### src/core/pbc_defines.svh
// Register offsets, field positions, reset values and timing counts for the bypass control bank
`ifndef PBC_DEFINES_SVH
`define PBC_DEFINES_SVH

`define PBC_OFS_RSVD_A 5'h11
`define PBC_OFS_BYPASS 5'h12
`define PBC_OFS_RSVD_B 5'h13
`define PBC_OFS_RSVD_C 5'h14

`define PBC_BIT_CODER_BYP 14
`define PBC_BIT_SCR_BYP 13
`define PBC_BIT_DESCR_BYP 12
`define PBC_BIT_TEST_CLK 8
`define PBC_BIT_NO_SWAP 5
`define PBC_BIT_NO_POL 4
`define PBC_BIT_PAR_DET 3
`define PBC_BIT_NO_AUTO_NP 1
`define PBC_BIT_MAC_CLK_EN 0

`define PBC_WR_MASK 16'h713b
`define PBC_STICKY_MASK 16'h000b
`define PBC_RESET_VAL 16'h0009

`define PBC_MAC_CLK_MHZ 125
`define PBC_REF_CLK_MHZ 125
`define PBC_MAC_CLK_DIV (`PBC_REF_CLK_MHZ / `PBC_MAC_CLK_MHZ)

`endif

### src/core/pbc_pkg.sv
// Types shared by the bypass control bank and its helpers
package pbc_pkg;

	// Management access request from the serial management engine
	typedef struct packed {
		logic wr;
		logic rd;
		logic [4:0] addr;
		logic [15:0] wdata;
	} pbc_mgmt_req_t;

	// Operating speed reported by the link logic
	typedef enum logic [1:0] {
		PBC_SPD_10 = 2'b00,
		PBC_SPD_100 = 2'b01,
		PBC_SPD_1000 = 2'b10,
		PBC_SPD_NONE = 2'b11
	} pbc_speed_t;

	// Next-page exchange states
	typedef enum logic [2:0] {
		PBC_NP_IDLE = 3'b000,
		PBC_NP_BASE = 3'b001,
		PBC_NP_AUTO = 3'b010,
		PBC_NP_USER = 3'b011,
		PBC_NP_DONE = 3'b100
	} pbc_np_state_t;

	// Controls driven into the PCS and auto-negotiation logic
	typedef struct packed {
		logic coder_bypass;
		logic scr_bypass;
		logic descr_bypass;
		logic no_pair_swap;
		logic no_pol_fix;
		logic use_adv_in_pd;
	} pbc_ctrl_t;

endpackage : pbc_pkg

### src/core/pbc_bypass_regs.sv
// Bypass control register bank with the datapath steering it drives
`include "pbc_defines.svh"

module pbc_bypass_regs
	import pbc_pkg::*;
(
	input wire logic ref_clk,
	input wire logic rst,
	input wire logic hw_rst_n,
	input wire logic sw_rst,
	input wire logic sticky_en,
	input pbc_mgmt_req_t mgmt_req,
	output logic [15:0] mgmt_rdata,
	output logic mgmt_rvalid,
	input wire pbc_speed_t speed,
	input wire logic [4:0] tx_sym_raw,
	input wire logic [4:0] tx_sym_coded,
	input wire logic tx_coded_delim,
	output logic [4:0] tx_sym_to_scr,
	input wire logic [4:0] rx_sym_aligned,
	input wire logic [4:0] rx_sym_decoded,
	output logic [4:0] rx_sym_out,
	input wire logic rx_frame_valid,
	output logic crs,
	output pbc_ctrl_t ctrl,
	input wire logic an_start,
	input wire logic adv_np,
	input wire logic base_page_done,
	input wire logic auto_np_done,
	input wire logic an_end,
	output logic np_sw_control,
	output logic np_auto_active,
	input wire logic transmit_test_clock,
	input wire logic gen_clk,
	output logic mac_ref_clock_pin,
	output logic general_clock_out_pin
);

	logic [15:0] bypass_control;
	logic [15:0] next_bypass;
	logic sw_rst_s;
	pbc_np_state_t np_state;
	pbc_np_state_t next_np_state;
	logic np_user_latched;
	logic is_100;
	logic scr_mode_ok;
	logic coder_byp_act;
	logic hw_rst_n_s;

	// Software reset arrives from another register block on this clock
	assign sw_rst_s = sw_rst;

	// Only writable bits can change; reserved bits stay zero
	always_comb
	begin
		next_bypass = bypass_control;
		if (mgmt_req.wr && mgmt_req.addr == `PBC_OFS_BYPASS)
			next_bypass = (mgmt_req.wdata & `PBC_WR_MASK);
		if (sw_rst_s)
		begin
			if (sticky_en)
				next_bypass = (`PBC_RESET_VAL & ~`PBC_STICKY_MASK) | (bypass_control & `PBC_STICKY_MASK);
			else
				next_bypass = `PBC_RESET_VAL;
		end
	end

	// Bypass register storage
	always_ff @(posedge ref_clk)
	begin
		if (rst)
			bypass_control <= `PBC_RESET_VAL;
		else
			bypass_control <= next_bypass;
	end

	// Registered read data; reserved locations answer zero
	always_ff @(posedge ref_clk)
	begin
		if (rst)
		begin
			mgmt_rdata <= 16'h0000;
			mgmt_rvalid <= 1'b0;
		end
		else
		begin
			mgmt_rvalid <= mgmt_req.rd;
			if (mgmt_req.rd && mgmt_req.addr == `PBC_OFS_BYPASS)
				mgmt_rdata <= bypass_control & `PBC_WR_MASK;
			else
				mgmt_rdata <= 16'h0000;
		end
	end

	// Mode qualification of the bypass bits
	assign is_100 = (speed == PBC_SPD_100);
	assign scr_mode_ok = is_100 || (speed == PBC_SPD_1000);
	assign coder_byp_act = bypass_control[`PBC_BIT_CODER_BYP] & is_100;

	// Steering outputs toward PCS and auto-negotiation
	always_ff @(posedge ref_clk)
	begin
		if (rst)
			ctrl <= '0;
		else
		begin
			ctrl.coder_bypass <= coder_byp_act;
			ctrl.scr_bypass <= bypass_control[`PBC_BIT_SCR_BYP] & scr_mode_ok;
			ctrl.descr_bypass <= bypass_control[`PBC_BIT_DESCR_BYP] & scr_mode_ok;
			ctrl.no_pair_swap <= bypass_control[`PBC_BIT_NO_SWAP];
			ctrl.no_pol_fix <= bypass_control[`PBC_BIT_NO_POL];
			ctrl.use_adv_in_pd <= bypass_control[`PBC_BIT_PAR_DET];
		end
	end

	// Symbol path; raw symbols skip the coder so no delimiters get in
	always_ff @(posedge ref_clk)
	begin
		if (rst)
		begin
			tx_sym_to_scr <= 5'h00;
			rx_sym_out <= 5'h00;
		end
		else
		begin
			tx_sym_to_scr <= coder_byp_act ? tx_sym_raw : tx_sym_coded;
			rx_sym_out <= coder_byp_act ? rx_sym_aligned : rx_sym_decoded;
		end
	end

	// Carrier sense follows frame detection in both coder modes
	always_ff @(posedge ref_clk)
	begin
		if (rst)
			crs <= 1'b0;
		else
			crs <= rx_frame_valid;
	end

	// Next-page sequencing
	always_comb
	begin
		next_np_state = np_state;
		case (np_state)
			PBC_NP_IDLE:
				if (an_start)
					next_np_state = PBC_NP_BASE;
			PBC_NP_BASE:
				if (base_page_done)
					next_np_state = bypass_control[`PBC_BIT_NO_AUTO_NP] ? PBC_NP_USER : PBC_NP_AUTO;
			PBC_NP_AUTO:
				if (auto_np_done)
					next_np_state = np_user_latched ? PBC_NP_USER : PBC_NP_DONE;
			PBC_NP_USER:
				next_np_state = PBC_NP_USER;
			PBC_NP_DONE:
				next_np_state = PBC_NP_DONE;
			default:
				next_np_state = PBC_NP_IDLE;
		endcase
		if (an_end)
			next_np_state = PBC_NP_IDLE;
		if (an_start)
			next_np_state = PBC_NP_BASE;
	end

	// State register
	always_ff @(posedge ref_clk)
	begin
		if (rst)
			np_state <= PBC_NP_IDLE;
		else
			np_state <= next_np_state;
	end

	// Advertised next-page bit is caught at restart, later edits are ignored
	always_ff @(posedge ref_clk)
	begin
		if (rst)
			np_user_latched <= 1'b0;
		else if (an_start)
			np_user_latched <= adv_np;
	end

	// Software sees control only in the user state
	assign np_sw_control = (np_state == PBC_NP_USER);
	assign np_auto_active = (np_state == PBC_NP_AUTO);

	// Hardware reset is a pin: retimed here, so the clock gate reacts two cycles late
	pbc_sync2 #(.WIDTH(1)) u_hw_rst_sync (
		.ref_clk(ref_clk),
		.rst(rst),
		.d(hw_rst_n),
		.q(hw_rst_n_s)
	);

	// Clock pin drivers
	pbc_clk_out u_clk_out (
		.ref_clk(ref_clk),
		.hw_rst_n(hw_rst_n_s),
		.mac_en(bypass_control[`PBC_BIT_MAC_CLK_EN]),
		.test_sel(bypass_control[`PBC_BIT_TEST_CLK]),
		.test_clk(transmit_test_clock),
		.gen_clk(gen_clk),
		.mac_ref_clock_pin(mac_ref_clock_pin),
		.general_clock_out_pin(general_clock_out_pin)
	);

	// Assertions
	property p_rsvd_zero;
		@(posedge ref_clk) disable iff (rst)
		(mgmt_req.rd && mgmt_req.addr != `PBC_OFS_BYPASS) |=> (mgmt_rdata == 16'h0000);
	endproperty
	a_rsvd_zero: assert property (p_rsvd_zero) else $error("reserved read not zero");

	property p_rsvd_bits;
		@(posedge ref_clk) disable iff (rst)
		(bypass_control & ~`PBC_WR_MASK) == 16'h0000;
	endproperty
	a_rsvd_bits: assert property (p_rsvd_bits) else $error("reserved bit set");

	property p_coder_speed;
		@(posedge ref_clk) disable iff (rst)
		(speed != PBC_SPD_100) |=> !ctrl.coder_bypass;
	endproperty
	a_coder_speed: assert property (p_coder_speed) else $error("coder bypass outside 100");

	property p_scr_follow;
		@(posedge ref_clk) disable iff (rst)
		(bypass_control[`PBC_BIT_SCR_BYP] && speed == PBC_SPD_1000) |=> ctrl.scr_bypass;
	endproperty
	a_scr_follow: assert property (p_scr_follow) else $error("scrambler bypass not applied");

	property p_scr_10;
		@(posedge ref_clk) disable iff (rst)
		(speed == PBC_SPD_10) |=> (!ctrl.scr_bypass && !ctrl.descr_bypass);
	endproperty
	a_scr_10: assert property (p_scr_10) else $error("scrambler bypass at 10");

	property p_tx_raw;
		@(posedge ref_clk) disable iff (rst)
		coder_byp_act |=> (tx_sym_to_scr == $past(tx_sym_raw));
	endproperty
	a_tx_raw: assert property (p_tx_raw) else $error("raw symbol not passed");

	property p_crs;
		@(posedge ref_clk) disable iff (rst)
		rx_frame_valid |=> crs;
	endproperty
	a_crs: assert property (p_crs) else $error("carrier sense missing");

	property p_np_manual;
		@(posedge ref_clk) disable iff (rst)
		(np_state == PBC_NP_BASE && base_page_done && bypass_control[1] && !an_end && !an_start)
			|=> np_sw_control;
	endproperty
	a_np_manual: assert property (p_np_manual) else $error("no software control after base page");

	property p_sticky;
		@(posedge ref_clk) disable iff (rst)
		(sw_rst && sticky_en) |=> (bypass_control[3:0] == ($past(bypass_control[3:0]) & 4'hb));
	endproperty
	a_sticky: assert property (p_sticky) else $error("sticky bits lost");

	property p_no_delim;
		@(posedge ref_clk) disable iff (rst)
		(coder_byp_act && tx_coded_delim) |=> (tx_sym_to_scr == $past(tx_sym_raw));
	endproperty
	a_no_delim: assert property (p_no_delim) else $error("delimiter inserted in coder bypass");

	property p_rx_raw;
		@(posedge ref_clk) disable iff (rst)
		coder_byp_act |=> (rx_sym_out == $past(rx_sym_aligned));
	endproperty
	a_rx_raw: assert property (p_rx_raw) else $error("aligned symbol not passed");

	property p_rx_coded;
		@(posedge ref_clk) disable iff (rst)
		(speed != PBC_SPD_100) |=> (rx_sym_out == $past(rx_sym_decoded));
	endproperty
	a_rx_coded: assert property (p_rx_coded) else $error("decoder bypassed outside 100");

	property p_descr_follow;
		@(posedge ref_clk) disable iff (rst)
		(bypass_control[`PBC_BIT_DESCR_BYP] && speed == PBC_SPD_100) |=> ctrl.descr_bypass;
	endproperty
	a_descr_follow: assert property (p_descr_follow) else $error("descrambler bypass not applied");

	property p_swap;
		@(posedge ref_clk) disable iff (rst)
		bypass_control[`PBC_BIT_NO_SWAP] |=> ctrl.no_pair_swap;
	endproperty
	a_swap: assert property (p_swap) else $error("pair swap correction still on");

	property p_pol;
		@(posedge ref_clk) disable iff (rst)
		bypass_control[`PBC_BIT_NO_POL] |=> ctrl.no_pol_fix;
	endproperty
	a_pol: assert property (p_pol) else $error("polarity correction still on");

	property p_par_det;
		@(posedge ref_clk) disable iff (rst)
		1'b1 |=> (ctrl.use_adv_in_pd == $past(bypass_control[`PBC_BIT_PAR_DET]));
	endproperty
	a_par_det: assert property (p_par_det) else $error("parallel detect control not followed");

	property p_rsvd_write;
		@(posedge ref_clk) disable iff (rst)
		(mgmt_req.wr && mgmt_req.addr != `PBC_OFS_BYPASS && !sw_rst) |=> $stable(bypass_control);
	endproperty
	a_rsvd_write: assert property (p_rsvd_write) else $error("reserved write changed register");

	property p_wr_land;
		@(posedge ref_clk) disable iff (rst)
		(mgmt_req.wr && mgmt_req.addr == `PBC_OFS_BYPASS && !sw_rst)
			|=> (bypass_control == ($past(mgmt_req.wdata) & `PBC_WR_MASK));
	endproperty
	a_wr_land: assert property (p_wr_land) else $error("write did not land");

	property p_np_auto;
		@(posedge ref_clk) disable iff (rst)
		(np_state == PBC_NP_BASE && base_page_done && !bypass_control[`PBC_BIT_NO_AUTO_NP])
			&& !an_end && !an_start |=> np_auto_active;
	endproperty
	a_np_auto: assert property (p_np_auto) else $error("automatic next pages not started");

	property p_np_user;
		@(posedge ref_clk) disable iff (rst)
		(np_state == PBC_NP_AUTO && auto_np_done && np_user_latched)
			&& !an_end && !an_start |=> np_sw_control;
	endproperty
	a_np_user: assert property (p_np_user) else $error("no control for user next pages");

	property p_np_silent;
		@(posedge ref_clk) disable iff (rst)
		(np_state == PBC_NP_AUTO && auto_np_done && !np_user_latched)
			&& !an_end && !an_start |=> (np_state == PBC_NP_DONE && !np_sw_control);
	endproperty
	a_np_silent: assert property (p_np_silent) else $error("software notified in automatic exchange");

endmodule : pbc_bypass_regs

### src/core/pbc_sync2.sv
// Two-flop synchroniser for pin-level inputs
module pbc_sync2
	import pbc_pkg::*;
#(
	parameter int WIDTH = 1
)
(
	input wire logic ref_clk,
	input wire logic rst,
	input wire logic [WIDTH-1:0] d,
	output logic [WIDTH-1:0] q
);

	logic [WIDTH-1:0] meta;

	// Elaboration check; a zero-width synchroniser has nothing to carry
	if (WIDTH < 1)
	begin : g_bad_width
		$error("pbc_sync2: WIDTH must be at least 1");
	end

	// First stage feeds only the second
	always_ff @(posedge ref_clk)
	begin
		if (rst)
		begin
			meta <= '0;
			q <= '0;
		end
		else
		begin
			meta <= d;
			q <= meta;
		end
	end

endmodule : pbc_sync2

### src/core/pbc_clk_out.sv
// Clock output gate for the MAC reference and general clock pins
module pbc_clk_out
	import pbc_pkg::*;
(
	input wire logic ref_clk,
	input wire logic hw_rst_n,
	input wire logic mac_en,
	input wire logic test_sel,
	input wire logic test_clk,
	input wire logic gen_clk,
	output logic mac_ref_clock_pin,
	output logic general_clock_out_pin
);

	// PLL is off while hardware reset is low, so the pin is held low then
	assign mac_ref_clock_pin = hw_rst_n & mac_en & ref_clk;
	// Test clock takes the general pin only for jitter measurement
	assign general_clock_out_pin = test_sel ? test_clk : gen_clk;

endmodule : pbc_clk_out

### config.mk
export PLATFORM = sky130hd
export DESIGN_NAME = pbc_bypass_regs
export DESIGN_NICKNAME = d
export VERILOG_FILES = /design/src/core/pbc_pkg.sv /design/src/core/pbc_bypass_regs.sv /design/src/core/pbc_sync2.sv /design/src/core/pbc_clk_out.sv
export VERILOG_INCLUDE_DIRS = /design/src /design/src/core
export SDC_FILE = /design/constraint.sdc
export NUM_CORES = 1
export LEC_CHECK = 0
export BUFFER_PORTS_ARGS = -buffer_cell sky130_fd_sc_hd__buf_2
export CELL_PAD_IN_SITES_DETAIL_PLACEMENT = 1
export CELL_PAD_IN_SITES_GLOBAL_PLACEMENT = 1
export CORE_MARGIN = 10
export CORE_UTILIZATION = 30
export CTS_CLUSTER_DIAMETER = 30
export DETAILED_ROUTE_END_ITERATION = 10
export MAX_ROUTING_LAYER = met4
export PLACE_DENSITY_LB_ADDON = 0.25
export REMOVE_ABC_BUFFERS = 1
export SLEW_MARGIN = 20
export SYNTH_ARGS = -nofsm -noshare
export SYNTH_HDL_FRONTEND = slang
export SYNTH_SLANG_ARGS = --single-unit
### constraint.sdc
create_clock -name ref_clk -period 1.3 [get_ports ref_clk]
set_input_delay 0 -clock ref_clk [delete_from_list [all_inputs] [get_ports ref_clk]]
set_output_delay 0 -clock ref_clk [all_outputs]
set_load 0.02 [all_outputs]
==> flow_summary.yaml <==
global_routing:
  grt_max_degree: 18
  gr-total-overflow: 0
  grt_pass1_wl_mm: 9.29
  antenna_found_initial: 0
  grt.total_usage_pct: 14.0
  grt_pass1_vias: 1915
detailed_routing:
  drt-initial-drc-count: 23
  drcViolationCount: 0
  detail-route-antenna-nets: 0
  first_pass_iters: 4
  wirelength_mm: 5.83
  via_per_inst: 4.50
  wl_per_cell_um: 15.8
  via_count: 1657
final_layout:
  syn_to_final_growth_pct: 67.8
  regArea_um2: 842
  nFillCells: 618
  layout-drive-gt1-share_pct: 36.6
  diodes: 0
  nNetsFinal: 357
  final_util_pct: 52.6
  multi_input_area_um2: 712
yosys:
  ys_seq_area_share_pct: 51.9
  synth_top_flop_cell: "dfxtp_1"
  async_flop_share_pct: 0
  postSynthAreaPerCell_um2: 9.77
  synth_edf_count: 0
  syn-instance-count: 166
  syn_area_um2: 1620
  yosysWarnings: 0
  ys_ff_latch: 42
  synth_cell_types: 34
flow_run:
  max_cap_violations: 0
floorplanning:
  dieHeight_um: 93.5
  row_count: 26
  core_um2: 5170
  initial_core_util_pct: 31.3
  dieWidth_um: 93.5
  dieArea_um2: 8750
  io_pins: 97
timing:
  finalSetupTns_ns: 0
  period_minus_slack_ns: 1.23
  finClkSkew_ns: 0.00786
  max_freq_mhz: 811
  finalCritPeriodShare_pct: 94.8
  setup_viol: 0
  hold_viol: 0
  drv_slew: 0
critical_path:
  cp.arrival_ns: 1.51
  crit_type: "in2reg"
  crit_fanout: 6
  worstPathRequired_ns: 1.58
  startpoint_type: "input pin"
  endpoint_kind: "register"
place:
  gp_congestion: 0.753
  place_hpwl_mm: 3.81
  io_buffers: 81
pwr:
  sw_frac_of_total_pct: 21.3
  p_clk_share_pct: 47.2
  ir_worst_vdd_mv: 0.530
  power_frac_seq_pct: 41.1
  p_comb_share_pct: 11.6
  p_leak_nw: 1.28
  switchingPower_mw: 0.684
  power.internal_mw: 2.53
  cellPowerDensity_nw_per_um2: 1180
worst_hold_path:
  hp-class: "in2reg"
clocking:
  clk_latency_ns: 0.40
  clk_pin_slew_worst_paths_ns: 0.08
  cts_tree: "done"
run_status:
  outcome: "complete, no violations"
[per-layer routing]
layer	GRT usage (%)	vias up	share of wire [%]
li1	-	810	-
met1	12.7	770	37
met2	25.6	59	55
met3	4.40	18	4.6
met4	7.46	0	3.9
met5	-	-	0
[sequential cells by signal (all words and copies together), names as in the netlist]
| signal | cells |
|---|---|
| bypass_control | 9 |
| crs | 1 |
| ctrl | 6 |
| mgmt_rdata | 9 |
| mgmt_rvalid | 1 |
| np_state | 3 |
| np_user_latched | 1 |
| rx_sym_out | 5 |
| tx_sym_to_scr | 5 |
| u_hw_rst_sync.meta | 1 |
| u_hw_rst_sync.q | 1 |
[layout by cell type, fill, tap and decap left out, types with 3 or more instances in the layout]
cell type / count
nor3b_1: 4
mux2i_1: 4
clkbuf_8: 9
and2_1: 10
inv_1: 3
a211oi_1: 9
dfxtp_1: 41
o21ai_0: 6
nor3_1: 3
buf_4: 5
buf_2: 81
nand2_1: 21
a21oi_1: 11
nand3_1: 6
nor2_1: 5
nor2b_1: 7
conb_1: 7
dlygate4sd3_1: 43
[power by group through the flow]
| stage | Clock (mW) | Combinational [mW] | Sequential [mW] |
|---|---|---|---|
| after floorplan | 0.00966 | 0.0843 | 1.38 |
| after global placement | 0.0133 | 0.263 | 1.35 |
| after detailed placement | 0.0133 | 0.269 | 1.35 |
| after CTS | 1.56 | 0.369 | 1.32 |
| after global routing | 1.62 | 0.410 | 1.33 |
| final | 1.52 | 0.374 | 1.32 |
[metrics by stage]
stage / instance area (um^2) / power [mW] / hold slack [ns] / setup WS, ns / instances
finish: 2720 / 3.22 / 0.0264 / 0.0674 / 368
global route: 2720 / 3.36 / 0.0485 / -0.00456 / 368
CTS: 2700 / 3.25 / 0.0224 / 0.0351 / 366
detailed placement: 2080 / 1.64 / 0.222 / 0.178 / 312
global placement: 2080 / 1.63 / 0.212 / 0.198 / 312
floorplan: 1560 / 1.48 / 0.0691 / 0.232 / 157
[area by class of cell]
cell class              instances  share of cell area, %
multi-input cells             112                   26.2
well taps                      70                   3.22
clock inverters                 2                   2.21
repair buffers                129                   32.3
flip-flops and latches         42                   30.9
inverters                       3                  0.414
clock buffers                  10                   4.74
[cells in the mapped netlist, types with 2 or more instances]
cell type / instances / area share, %
o21ai_0: 6 / 1.9
dfxtp_1: 42 / 52
inv_1: 3 / 0.69
buf_4: 7 / 3.2
and2_1: 10 / 3.9
nand2_1: 21 / 4.9
a211oi_1: 10 / 4.6
mux2i_1: 4 / 2.5
nand2b_1: 2 / 0.77
nor3_1: 3 / 0.93
buf_2: 2 / 0.62
nor2b_1: 7 / 2.7
nor3b_1: 4 / 1.9
nor2_1: 5 / 1.2
clkbuf_1: 6 / 1.4
a21oi_1: 11 / 3.4
nand3_1: 6 / 1.9
[final timing paths]
path / slack [ns] / depth (start not counted) / end / startpoint
max: 0.07 / 5 / bypass_control[4] / mgmt_req[19]
min reg2reg: 0.45 / 1 / u_hw_rst_sync.q / u_hw_rst_sync.meta
max reg2reg: 0.08 / 3 / bypass_control[4] / bypass_control[4]
min: 0.03 / 4 / bypass_control[14] / mgmt_req[18]
[critical path, cell delays in order]
cell           delay [ns]
buf_2                0.15
or3b_1               0.48
o21ai_0              0.23
a211oi_2             0.09
dlygate4sd3_1        0.56
[cells by family after synthesis]
group | count (synthesis) | share of synthesized area (%)
AND/OR/NAND/NOR | 69 | 26.3
multiplexers | 6 | 4.09
buffers and inverters | 18 | 5.94
other | 1 | 0.231
adder cells (fa/ha/maj) | 1 | 0.771
AO/OA/AOI/OAI | 29 | 10.8
flip-flops | 42 | 51.9
[what timing repair did]
action	CTS	global route
hold endpoints to repair	29	0
gates resized for setup	0	3
hold buffers	43	0
buffers inserted	0	2
endpoints found under the setup margin	0	5
Note: power is estimated with default switching activity, not from simulation.
